## src/core/fdvw_pkg.sv

```systemverilog
// Constants and types shared by the verify/write/version command block.
package fdvw_pkg;
  localparam logic [4:0] OP_VERIFY       = 5'h16;
  localparam logic [5:0] OP_WRITE        = 6'h05;
  localparam logic [7:0] OP_VERSION      = 8'h10;
  localparam logic [7:0] VERSION_ID      = 8'h5A; // Arbitrary identification value.
  localparam logic [7:0] INVALID_RESULT  = 8'h80;
  localparam logic [3:0] CMD_LEN         = 4'h9;
  localparam int         B_OPC           = 0;
  localparam int         B_DRV           = 1;
  localparam int         B_TRK           = 2;
  localparam int         B_HEAD          = 3;
  localparam int         B_SEC           = 4;
  localparam int         B_SIZE          = 5;
  localparam int         B_EOT           = 6;
  localparam int         B_SC            = 8;
  localparam int         OPC_MT          = 7;
  localparam int         DRV_EXT         = 7;
  localparam int         DRV_HEAD        = 2;
  localparam logic [1:0] IC_NORMAL       = 2'h0;
  localparam logic [1:0] IC_ABNORMAL     = 2'h1;
  localparam int         ST1_MISS_AM     = 0;
  localparam int         ST1_MISS_DATA   = 2;
  localparam int         ST2_WRONG_TRK   = 4;
  localparam int         ST2_BAD_TRK     = 1;
  localparam logic [7:0] BAD_TRACK_ID    = 8'hFF;
  localparam logic [2:0] RES_LEN         = 3'h7;
  localparam logic [1:0] INDEX_LIMIT     = 2'h2;
  localparam logic [7:0] DBP_ZERO_FACTOR = 8'h80;
  localparam int         DBP_UNIT_US     = 1000;
  localparam int         CLK_HZ          = 25000000;
  localparam int         FIFO_W          = 8;
  localparam int         FIFO_D          = 16;
  typedef enum logic [2:0] {
    S_IDLE  = 3'h0,
    S_CMD   = 3'h1,
    S_DELAY = 3'h2,
    S_SEEK  = 3'h3,
    S_SRCH  = 3'h4,
    S_DATA  = 3'h5,
    S_RES   = 3'h6,
    S_DRAIN = 3'h7
  } fdvw_state_t;
endpackage

```

## src/core/fdvw_core.sv

```systemverilog
// Verify, version and write data command interpreter with its result FIFO.
// Operation
// - Verify checks ID and data marks, no host data.
// - Multi-track verify continues onto side one.
// - Seven result bytes: three status, track, head, sector, size.
// - Count disabled: last sector beyond side aborts.
// - Count enabled single side: count checked against limits.
// - Multi-track counted: twice last sector allowed.
// - Version returns one fixed identification byte.
// - Write waits delay before processing first.
// - Implied seek on write performed internally when enabled.
// - Host write bytes are written to disk.
// - Separator on, compare IDs until match.
// - Search error sets abnormal code, enters result.
// - Host byte during execution aborts the command.
// - Two index pulses without match end in error.
// - Track mismatch sets wrong or bad track.
// - Head, sector or size mismatch sets missing data.
// - No address mark sets missing mark flag.
// - Counted verify stops at count, zero means 256.
// - Uncounted verify stops at last sector number.
// - Interrupt code normal 00, abnormal 01.
// - Interrupt line marks result phase of a transfer.
module fdvw_fifo #(
  parameter int W = 8,
  parameter int D = 16
) (
  input  wire logic         core_clk_in,
  input  wire logic         sys_rst_in,
  input  wire logic         in_valid_in,
  output logic              in_ready_out,
  input  wire logic [W-1:0] in_data_in,
  output logic              out_valid_out,
  input  wire logic         out_ready_in,
  output logic [W-1:0]      out_data_out
);
  localparam int AW = $clog2(D);
  logic [W-1:0] mem_r [D];
  logic [AW-1:0] wp_r;
  logic [AW-1:0] rp_r;
  logic [AW:0]   cnt_r;
  logic          push;
  logic          pop;
  assign in_ready_out  = (cnt_r != (AW+1)'(D));
  assign out_valid_out = (cnt_r != '0);
  assign out_data_out  = mem_r[rp_r];
  assign push = in_valid_in && in_ready_out;
  assign pop  = out_valid_out && out_ready_in;
  always_ff @(posedge core_clk_in) begin
    if (push) begin
      mem_r[wp_r] <= in_data_in;
    end
  end
  always_ff @(posedge core_clk_in) begin
    if (sys_rst_in) begin
      wp_r  <= '0;
      rp_r  <= '0;
      cnt_r <= '0;
    end else begin
      wp_r  <= push ? wp_r + 1'b1 : wp_r;
      rp_r  <= pop ? rp_r + 1'b1 : rp_r;
      cnt_r <= cnt_r + (AW+1)'(push) - (AW+1)'(pop);
    end
  end
endmodule

module fdvw_core
  import fdvw_pkg::*;
#(
  parameter int UNIT_CYCLES = DBP_UNIT_US * (CLK_HZ / 1000000)
) (
  input  wire logic                  core_clk_in,
  input  wire logic                  sys_rst_in,
  input  wire logic                  cmd_valid_in,
  input  wire logic [7:0]            cmd_data_in,
  output logic                       cmd_ready_out,
  output logic                       res_valid_out,
  output logic [fdvw_pkg::FIFO_W-1:0] res_data_out,
  input  wire logic                  res_ready_in,
  input  wire logic                  wr_valid_in,
  input  wire logic [7:0]            wr_data_in,
  output logic                       wr_ready_out,
  output logic                       disk_wr_valid_out,
  output logic [7:0]                 disk_wr_data_out,
  input  wire logic                  disk_wr_ready_in,
  input  wire logic [3:0]            dbp_factor_in,
  input  wire logic [7:0]            sectors_per_side_in,
  input  wire logic                  index_pin_in,
  output logic                       separator_en_out,
  input  wire logic                  id_valid_in,
  input  wire logic [7:0]            id_track_in,
  input  wire logic [7:0]            id_head_in,
  input  wire logic [7:0]            id_sector_in,
  input  wire logic [7:0]            id_size_in,
  input  wire logic                  data_am_ok_in,
  input  wire logic                  am_missing_in,
  output logic                       seek_req_out,
  output logic [7:0]                 seek_track_out,
  input  wire logic                  seek_done_in,
  output logic                       fdc_interrupt_line_out
);
  import fdvw_pkg::*;
  fdvw_state_t state_r;
  logic [7:0]  cb_r [9];
  logic [3:0]  cidx_r;
  logic        is_write_r;
  logic        is_ver_r;
  logic [7:0]  head_r;
  logic [7:0]  sec_r;
  logic [8:0]  done_r;
  logic [1:0]  ic_r;
  logic [7:0]  st1_r;
  logic [7:0]  st2_r;
  logic [1:0]  idx_cnt_r;
  logic [2:0]  ridx_r;
  logic [7:0]  fcnt_r;
  logic [31:0] ucnt_r;
  logic [14:0] bleft_r;
  logic        seek_sent_r;
  logic [2:0]  isync_r;
  logic        ifilt_r;
  logic        index_rise;
  logic        cmd_fire;
  logic        exec;
  logic        wr_fire;
  logic        f_ready;
  logic        f_push;
  logic [7:0]  f_data;
  logic        id_match;
  logic        mt;
  logic        ec;
  logic [8:0]  sc_eff;
  logic [8:0]  eot9;
  logic [8:0]  spp9;
  logic        param_bad;
  logic        trk_end;
  logic [3:0]  op_len;
  logic        sect_done;

  assign exec     = state_r inside {S_DELAY, S_SEEK, S_SRCH, S_DATA};
  assign cmd_ready_out = state_r inside {S_IDLE, S_CMD} || exec;
  assign cmd_fire = cmd_valid_in && cmd_ready_out;
  assign mt       = cb_r[B_OPC][OPC_MT];
  assign ec       = cb_r[B_DRV][DRV_EXT];
  assign sc_eff   = (cb_r[B_SC] == 8'h00) ? 9'h100 : {1'b0, cb_r[B_SC]};
  assign eot9     = {1'b0, cb_r[B_EOT]};
  assign spp9     = {1'b0, sectors_per_side_in};
  // Verify limits are judged once before the first sector, so a bad setup costs no revolution; write skips them.
  always_comb begin
    if (!ec) begin
      param_bad = eot9 > spp9;
    end else if (!mt) begin
      param_bad = !(sc_eff <= spp9 && sc_eff <= eot9);
    end else begin
      param_bad = !((sc_eff <= spp9 && sc_eff <= eot9) ||
                    (sc_eff <= {eot9[7:0], 1'b0} && eot9 <= spp9));
    end
  end
  assign op_len = (cidx_r == 4'h0 && cmd_data_in == OP_VERSION) ? 4'h1 : CMD_LEN;
  assign id_match = id_track_in == cb_r[B_TRK] && id_head_in == head_r &&
                    id_sector_in == sec_r && id_size_in == cb_r[B_SIZE];
  assign trk_end  = sec_r == cb_r[B_EOT] && (!mt || head_r[0]);
  assign wr_ready_out = state_r == S_DATA && is_write_r &&
                        (!disk_wr_valid_out || disk_wr_ready_in);
  assign wr_fire  = wr_valid_in && wr_ready_out;
  assign sect_done = is_write_r ? (wr_fire && bleft_r == 15'h1)
                                : (state_r == S_DATA && data_am_ok_in);
  assign separator_en_out = state_r inside {S_SRCH, S_DATA};
  assign seek_req_out   = state_r == S_SEEK && !seek_sent_r;
  assign seek_track_out = cb_r[B_TRK];
  assign fdc_interrupt_line_out = state_r inside {S_RES, S_DRAIN} && !is_ver_r;

  // The first stage feeds only the second; only agreed later stages move the filter.
  always_ff @(posedge core_clk_in) begin
    if (sys_rst_in) begin
      isync_r <= 3'h0;
      ifilt_r <= 1'b0;
    end else begin
      isync_r <= {isync_r[1:0], index_pin_in};
      if (isync_r[1] == isync_r[2]) begin
        ifilt_r <= isync_r[2];
      end
    end
  end
  assign index_rise = isync_r[1] == isync_r[2] && isync_r[2] && !ifilt_r;

  always_ff @(posedge core_clk_in) begin
    if (cmd_fire && state_r inside {S_IDLE, S_CMD}) begin
      cb_r[cidx_r] <= cmd_data_in;
    end
  end

  always_ff @(posedge core_clk_in) begin
    if (sys_rst_in) begin
      state_r     <= S_IDLE;
      cidx_r      <= 4'h0;
      is_write_r  <= 1'b0;
      is_ver_r    <= 1'b0;
      ic_r        <= IC_NORMAL;
      st1_r       <= 8'h00;
      st2_r       <= 8'h00;
      head_r      <= 8'h00;
      sec_r       <= 8'h00;
      done_r      <= 9'h000;
      idx_cnt_r   <= 2'h0;
      ridx_r      <= 3'h0;
      fcnt_r      <= 8'h00;
      ucnt_r      <= 32'h0;
      bleft_r     <= 15'h0;
      seek_sent_r <= 1'b0;
    end else begin
      unique case (state_r)
        S_IDLE, S_CMD: begin
          if (cmd_fire) begin
            if (cidx_r == 4'h0) begin
              is_ver_r   <= cmd_data_in == OP_VERSION;
              is_write_r <= cmd_data_in[5:0] == OP_WRITE;
            end
            if (cidx_r + 4'h1 == op_len) begin
              cidx_r <= 4'h0;
              ridx_r <= 3'h0;
              ic_r   <= IC_NORMAL;
              st1_r  <= 8'h00;
              st2_r  <= 8'h00;
              done_r <= 9'h000;
              if (op_len == 4'h1) begin
                state_r <= S_RES;
              end else if (cb_r[B_OPC][5:0] == OP_WRITE) begin
                fcnt_r  <= (dbp_factor_in == 4'h0) ? DBP_ZERO_FACTOR : {4'h0, dbp_factor_in};
                ucnt_r  <= 32'h0;
                state_r <= S_DELAY;
              end else if (cb_r[B_OPC][4:0] == OP_VERIFY) begin
                state_r <= S_SEEK;
              end else begin
                is_ver_r <= 1'b1;
                ic_r     <= IC_ABNORMAL;
                state_r  <= S_RES;
              end
              head_r      <= {7'h0, cb_r[B_DRV][DRV_HEAD]};
              sec_r       <= cb_r[B_SEC];
              seek_sent_r <= 1'b0;
            end else begin
              cidx_r  <= cidx_r + 4'h1;
              state_r <= S_CMD;
            end
          end
        end
        S_DELAY: begin
          if (ucnt_r == 32'(UNIT_CYCLES - 1)) begin
            ucnt_r <= 32'h0;
            fcnt_r <= fcnt_r - 8'h01;
            if (fcnt_r == 8'h01) begin
              state_r <= S_SEEK;
            end
          end else begin
            ucnt_r <= ucnt_r + 32'h1;
          end
        end
        S_SEEK: begin
          seek_sent_r <= 1'b1;
          if (!cb_r[B_DRV][DRV_EXT] || !is_write_r || seek_done_in) begin
            idx_cnt_r <= 2'h0;
            if (!is_write_r && param_bad) begin
              ic_r    <= IC_ABNORMAL;
              state_r <= S_RES;
            end else begin
              state_r <= S_SRCH;
            end
          end
        end
        S_SRCH: begin
          if (am_missing_in) begin
            st1_r[ST1_MISS_AM] <= 1'b1;
            ic_r    <= IC_ABNORMAL;
            state_r <= S_RES;
          end else if (index_rise && idx_cnt_r == INDEX_LIMIT - 2'h1) begin
            ic_r    <= IC_ABNORMAL;
            state_r <= S_RES;
          end else if (id_valid_in) begin
            if (id_match) begin
              bleft_r <= 15'h80 << id_size_in[2:0];
              st1_r   <= 8'h00;
              st2_r   <= 8'h00;
              state_r <= S_DATA;
            end else if (id_track_in != cb_r[B_TRK]) begin
              if (id_track_in == BAD_TRACK_ID) begin
                st2_r[ST2_BAD_TRK] <= 1'b1;
              end else begin
                st2_r[ST2_WRONG_TRK] <= 1'b1;
              end
            end else begin
              st1_r[ST1_MISS_DATA] <= 1'b1;
            end
          end
          if (index_rise) begin
            idx_cnt_r <= idx_cnt_r + 2'h1;
          end
        end
        S_DATA: begin
          if (wr_fire) begin
            bleft_r <= bleft_r - 15'h1;
          end
          if (!is_write_r && am_missing_in) begin
            st1_r[ST1_MISS_AM] <= 1'b1;
            ic_r    <= IC_ABNORMAL;
            state_r <= S_RES;
          end else if (sect_done) begin
            done_r    <= done_r + 9'h001;
            idx_cnt_r <= 2'h0;
            if (!is_write_r && ec && done_r + 9'h001 == sc_eff) begin
              state_r <= S_RES;
            end else if (trk_end) begin
              ic_r    <= (!is_write_r && ec) ? IC_ABNORMAL : IC_NORMAL;
              state_r <= S_RES;
            end else if (sec_r == cb_r[B_EOT]) begin
              head_r  <= 8'h01;
              sec_r   <= 8'h01;
              state_r <= S_SRCH;
            end else begin
              sec_r   <= sec_r + 8'h01;
              state_r <= S_SRCH;
            end
          end
        end
        S_RES: begin
          if (f_ready) begin
            ridx_r <= ridx_r + 3'h1;
            if (is_ver_r || ridx_r == RES_LEN - 3'h1) begin
              state_r <= S_DRAIN;
            end
          end
        end
        S_DRAIN: begin
          if (!res_valid_out) begin
            state_r <= S_IDLE;
          end
        end
      endcase
      // A host byte in execution is an abort; it also frees a drive with no disk.
      if (exec && cmd_fire) begin
        ic_r    <= IC_ABNORMAL;
        state_r <= S_RES;
      end
    end
  end

  always_ff @(posedge core_clk_in) begin
    if (sys_rst_in) begin
      disk_wr_valid_out <= 1'b0;
      disk_wr_data_out  <= 8'h00;
    end else if (wr_fire) begin
      disk_wr_valid_out <= 1'b1;
      disk_wr_data_out  <= wr_data_in;
    end else if (disk_wr_ready_in) begin
      disk_wr_valid_out <= 1'b0;
    end
  end

  always_comb begin
    f_data = 8'h00;
    if (is_ver_r) begin
      f_data = (ic_r == IC_NORMAL) ? VERSION_ID : INVALID_RESULT;
    end else begin
      unique case (ridx_r)
        3'h0: f_data = {ic_r, 3'h0, head_r[0], cb_r[B_DRV][1:0]};
        3'h1: f_data = st1_r;
        3'h2: f_data = st2_r;
        3'h3: f_data = cb_r[B_TRK];
        3'h4: f_data = head_r;
        3'h5: f_data = sec_r;
        3'h6: f_data = cb_r[B_SIZE];
        default: f_data = 8'h00;
      endcase
    end
  end
  assign f_push = state_r == S_RES;

  fdvw_fifo #(.W(FIFO_W), .D(FIFO_D)) u_res_fifo (
    .core_clk_in   (core_clk_in),
    .sys_rst_in    (sys_rst_in),
    .in_valid_in   (f_push),
    .in_ready_out  (f_ready),
    .in_data_in    (f_data),
    .out_valid_out (res_valid_out),
    .out_ready_in  (res_ready_in),
    .out_data_out  (res_data_out)
  );

  a_abort_exec: assert property (@(posedge core_clk_in) disable iff (sys_rst_in)
    exec && cmd_fire |=> state_r == S_RES && ic_r == IC_ABNORMAL)
    else $error("Host byte in execution did not abort.");
  a_index_limit: assert property (@(posedge core_clk_in) disable iff (sys_rst_in)
    state_r == S_SRCH && !cmd_fire && !am_missing_in && index_rise && idx_cnt_r == 2'h1
    |=> state_r == S_RES && ic_r == IC_ABNORMAL)
    else $error("Second index pulse did not end the search.");
  a_wrong_track: assert property (@(posedge core_clk_in) disable iff (sys_rst_in)
    state_r == S_SRCH && id_valid_in && !am_missing_in && !index_rise &&
    id_track_in != cb_r[B_TRK] && id_track_in != BAD_TRACK_ID |=> st2_r[ST2_WRONG_TRK])
    else $error("Wrong track flag missing.");
  a_bad_track: assert property (@(posedge core_clk_in) disable iff (sys_rst_in)
    state_r == S_SRCH && id_valid_in && !am_missing_in && !index_rise &&
    cb_r[B_TRK] != BAD_TRACK_ID && id_track_in == BAD_TRACK_ID |=> st2_r[ST2_BAD_TRK])
    else $error("Bad track flag missing.");
  a_missing_data: assert property (@(posedge core_clk_in) disable iff (sys_rst_in)
    state_r == S_SRCH && id_valid_in && !am_missing_in && !index_rise && !id_match &&
    id_track_in == cb_r[B_TRK] |=> st1_r[ST1_MISS_DATA])
    else $error("Missing data flag not set on ID mismatch.");
  a_missing_am: assert property (@(posedge core_clk_in) disable iff (sys_rst_in)
    state_r == S_SRCH && am_missing_in |=> st1_r[ST1_MISS_AM] && ic_r == IC_ABNORMAL)
    else $error("Missing mark flag not set.");
  a_irq_result: assert property (@(posedge core_clk_in) disable iff (sys_rst_in)
    $rose(state_r == S_RES) && !is_ver_r |-> fdc_interrupt_line_out [*2])
    else $error("Interrupt line not raised for result phase.");
  a_side_switch: assert property (@(posedge core_clk_in) disable iff (sys_rst_in)
    state_r == S_DATA && !is_write_r && sect_done && mt && !cmd_fire && !am_missing_in &&
    (!ec || done_r + 9'h001 != sc_eff) && head_r == 8'h00 && sec_r == cb_r[B_EOT]
    |=> head_r == 8'h01 && sec_r == 8'h01)
    else $error("Multi-track verify did not move to side one.");
  a_seven_bytes: assert property (@(posedge core_clk_in) disable iff (sys_rst_in)
    $fell(state_r == S_RES) && !is_ver_r |-> ridx_r == RES_LEN)
    else $error("Result phase did not push seven bytes.");
  c_verify_done: cover property (@(posedge core_clk_in) disable iff (sys_rst_in)
    state_r == S_DATA && !is_write_r && sect_done);
  c_write_sector: cover property (@(posedge core_clk_in) disable iff (sys_rst_in)
    state_r == S_DATA && is_write_r && sect_done);
  c_version: cover property (@(posedge core_clk_in) disable iff (sys_rst_in)
    state_r == S_RES && is_ver_r && f_ready);
  c_abort: cover property (@(posedge core_clk_in) disable iff (sys_rst_in) exec && cmd_fire);
endmodule

```

## config.mk

```make
export PLATFORM = sky130hd
export DESIGN_NAME = fdvw_core
export DESIGN_NICKNAME = d
export VERILOG_FILES = /design/src/core/fdvw_pkg.sv /design/src/core/fdvw_core.sv
export SDC_FILE = /design/constraint.sdc
export NUM_CORES = 1
export LEC_CHECK = 0
export BUFFER_PORTS_ARGS = -buffer_cell sky130_fd_sc_hd__clkbuf_2
export CORE_MARGIN = 2
export CORE_UTILIZATION = 48
export CTS_BUF_LIST = sky130_fd_sc_hd__clkbuf_8 sky130_fd_sc_hd__clkbuf_16
export DETAILED_ROUTE_END_ITERATION = 10
export HOLD_SLACK_MARGIN = 0.03
export MAX_ROUTING_LAYER = met4
export PLACE_DENSITY = 0.66
export REMOVE_ABC_BUFFERS = 1
export SYNTH_ARGS = -nofsm -noshare
export SYNTH_HDL_FRONTEND = slang
export SYNTH_SLANG_ARGS = --single-unit
```

## constraint.sdc

```tcl
create_clock -name core_clk_in -period 4.9 [get_ports core_clk_in]
set_input_delay 0.49 -clock core_clk_in [delete_from_list [all_inputs] [get_ports core_clk_in]]
set_output_delay 0.49 -clock core_clk_in [all_outputs]
set_load 0.02 [all_outputs]
```

==> summary.md <==
| Metric | Value |
|---|---|
| Outcome | completed |
| Crit-path slowest cell | nand2_1 |
| Async S/R FF share, synth | 0% |
| Die width | 182 um |
| Nets | 1586 |
| Final slew viol count | 0 |
| Hold Path Depth | 2 |
| Remaining DRCs | 0 |
| Mux cell area share after synthesis | 6.76% |
| CTS Sinks | 302 |
| Compound-gate portion of the synthesized area | 11.6% |
| Final Cycle Share | 79.1% |
| Relative slew slack | 17.3% |
| Number of global-route vias before repair | 10700 |
| Cell variety after synth | 92 |
| Post-Synth XOR/XNOR Area | 4.42% |
| Max cap viols | 0 |
| Psw | 2.12 mW |
| Crit path launch | state_r[2] |
| Pre-antenna DRT Iters | 6 |
| Number of synthesized flops with an enable pin | 179 |
| TNS Setup | 0 ns |
| Post-Synthesis Cell Area | 0.0152 mm2 |
| CTS tree | yes |
| Worst EP required | 5.33 ns |
| Share of layout cells above drive strength 1 | 16.7% |
| Most frequent cells in the layout | edfxtp_1, dfxtp_1, nor2_1, clkbuf_2, nand2_1 |
| Post-Layout Cell Count | 1875 |
| CTS Buffer Depth | 3 |
| Cell count after synthesis | 1364 |
| Via count | 11000 |
| PwrDens | 415 mW/mm2 |
| Final Cell Area | 0.0171 mm2 |
| CTS buffer count | 34 |
| Post-synth top area share | 35.4% |
| Combinational share of power | 21.1% |
| Clk_lat worst skew | 0.53 ns |
| #FFs+latches synth | 302 |
| Clock transition at path regs | 0.06 ns |
| Reg2reg start | state_r[2] |
| Cell internal pwr | 5.00 mW |
| CP Cell Sequence | inv_1, ha_1, and3b_1, and3_1, o2111a_2, o21ai_1, nand2_1, a21oi_1 |
| Fin crit period | 3.87 ns |
| CTS HTree Levels | 2 |
| Hpwl dp | 26.9 mm |
| Largest family of logic cells by synthesized area | simple AND/OR/NAND/NOR gates |
| Ys Warns | 0 |
| Initial Util | 48.4% |
| Clk root buf | clkbuf_16 |
| Routed WL | 38.0 mm |
| Sequential area share after synthesis | 51.7% |
| Critical path capture point type | flip-flop |
| Worst hold endpoint | isync_r[0] |
| CTS resizes | 0 |
| Fmax | 258 MHz |
| Post-DP Area | 0.0160 mm2 |
| Crit-path max FO | 32 |
| Die Footprint | 0.0330 mm2 |
| Unrepaired setup endpoints after global routing | false |
| Initial detailed-routing violation count | 954 |
| Seq pwr share | 42.6% |
| Dpl cells | 1813 |
| Initial antenna violation count | 0 |
| Critical path arrival | 4.30 ns |
| Fillers | 2692 |
| PortBufs | 101 |
| R2R setup slack | 1.03 ns |
| Clk_skew | 0.0263 ns |
| Postcts setup bufs | 0 |
| Row count | 65 |
| First-pass GRT wire length | 59.9 mm |
| Critical path launch point type | flip-flop |
| Routed WL per cell | 20.3 um |
| Crit Path Class | reg2reg |
| Reg2reg end | ucnt_r[27] |
| Placer congestion estimate | 0.984 |
| R2R depth | 8 |
| Area leader, netlist | edfxtp_1 |
| Core ar. | 0.0313 mm2 |
| Antenna Nets Post-Route | 0 |
| Grt ovf | 0 |
| Slowest cell delay on critical path | 0.87 ns |
| Commonest non-fill, non-tap cell in the layout | edfxtp_1 |
| Final hold violations | 0 |
| Final Core Density | 54.7% |
| Worst slew pin tran | 1.23 ns |
| Hold_sp | index_pin_in |
| Peak VDD IR | 0.282 mV |
| Net Sw Frac | 29.7% |
| Hold Crit Class | in2reg |
| Top FF cell, synth | edfxtp_1 |
| Leak pwr | 5.98 nW |
| Vias per cell | 5.87 |
| Post-CTS Hold Buffers | 0 |
| Synth Area in Adders | 5.66% |
| Avg Synthesized Cell Area | 11.1 um2 |
| Clock Power Share | 36.3% |
| Finish-stage setup viols | 0 |
| IO Pins | 102 |
| Synth Area in Simple Gates | 16.4% |
| Synth top area cells | edfxtp_1, dfxtp_1, mux4_2, ha_1, a21oi_1 |
| Chip height | 182 um |
| Area delta synth->final | 13.0% |
| Largest net degree at the start of global routing | 80 |
| # diodes | 0 |
| All-Layer GR Usage | 23.8% |
| Pwr Total | 7.12 mW |
-- power by group through the flow --
stage / clock (mW) / sequential [mW] / combinational (mW)
after detailed placement: 0 / 3.09 / 1.48
after CTS: 2.63 / 3.03 / 1.49
after global placement: 0 / 3.08 / 1.46
after floorplan: 0 / 3.03 / 1.06
after global routing: 2.74 / 3.06 / 1.65
final: 2.59 / 3.03 / 1.50
-- registers in the layout, indices dropped and copies added (netlist names), 8 cells and up, named ones only --
signal	flops
done_r	9
disk_wr_data_out	8
fcnt_r	8
cb_r	51
bleft_r	15
u_res_fifo.mem_r	128
ucnt_r	32
sec_r	8
-- cells in the mapped netlist, types with 9 or more instances --
library cell / number
a211oi_1: 10
a21oi_1: 94
and2_1: 14
and3_1: 14
buf_1: 9
clkbuf_1: 44
dfxtp_1: 123
edfxtp_1: 179
ha_1: 67
inv_1: 59
mux2i_1: 9
mux4_2: 40
nand2_1: 99
nand2b_1: 11
nand3_1: 36
nand4_1: 38
nor2_1: 119
nor2b_1: 18
nor3_1: 31
nor4_1: 9
o21a_1: 12
o21ai_0: 59
or3_1: 24
or4_1: 9
xnor2_1: 53
xor2_1: 21
-- cell families after synthesis --
logic type	count (synthesis)
AND/OR/NAND/NOR	470
flip-flops	302
AO/OA/AOI/OAI	269
buffers and inverters	128
XOR/XNOR	75
adder cells (fa/ha/maj)	68
multiplexers	52
-- layout make-up --
class	instances	area [um2]	share of cell area, %
clock buffer	36	890	5.19
clock inverter	26	258	1.50
inverter	59	221	1.29
multi-input combinational	934	6800	39.7
sequential	302	7840	45.8
tap	402	503	2.94
timing repair buffer	116	618	3.61
-- worst max path at each step --
stage,to,slack (ns),depth (start not counted)
after floorplan,res_data_out[0],1.78,2
after global placement,ucnt_r[24],1.19,8
after detailed placement,ucnt_r[27],1.00,8
after CTS,ucnt_r[27],0.99,8
after global routing,ucnt_r[21],0.58,8
final,ucnt_r[27],1.03,8
-- metal layers --
metal / GRT usage (%) / share of wire (%)
met2: 37.6 / 47
met5: - / 0
met3: 3.87 / 6.6
met4: 5.63 / 1.9
met1: 32.4 / 45
-- metrics by stage --
stage                     setup WS (ns)  hold slack [ns]
after CTS                         0.988            0.174
after detailed placement           1.00            0.438
after global placement             1.19            0.426
final                              1.03            0.185
after floorplan                    1.78            0.414
after global routing              0.577            0.183
-- critical path, delay by kind of cell, from the launching register on --
family	cells	cell delay (ns)
AND/OR/NAND/NOR	3	1.34
buffers and inverters	1	0.16
flip-flops	1	0.65
adder cells (fa/ha/maj)	1	0.34
AO/OA/AOI/OAI	3	1.28
(Power assumes the default switching activity.)
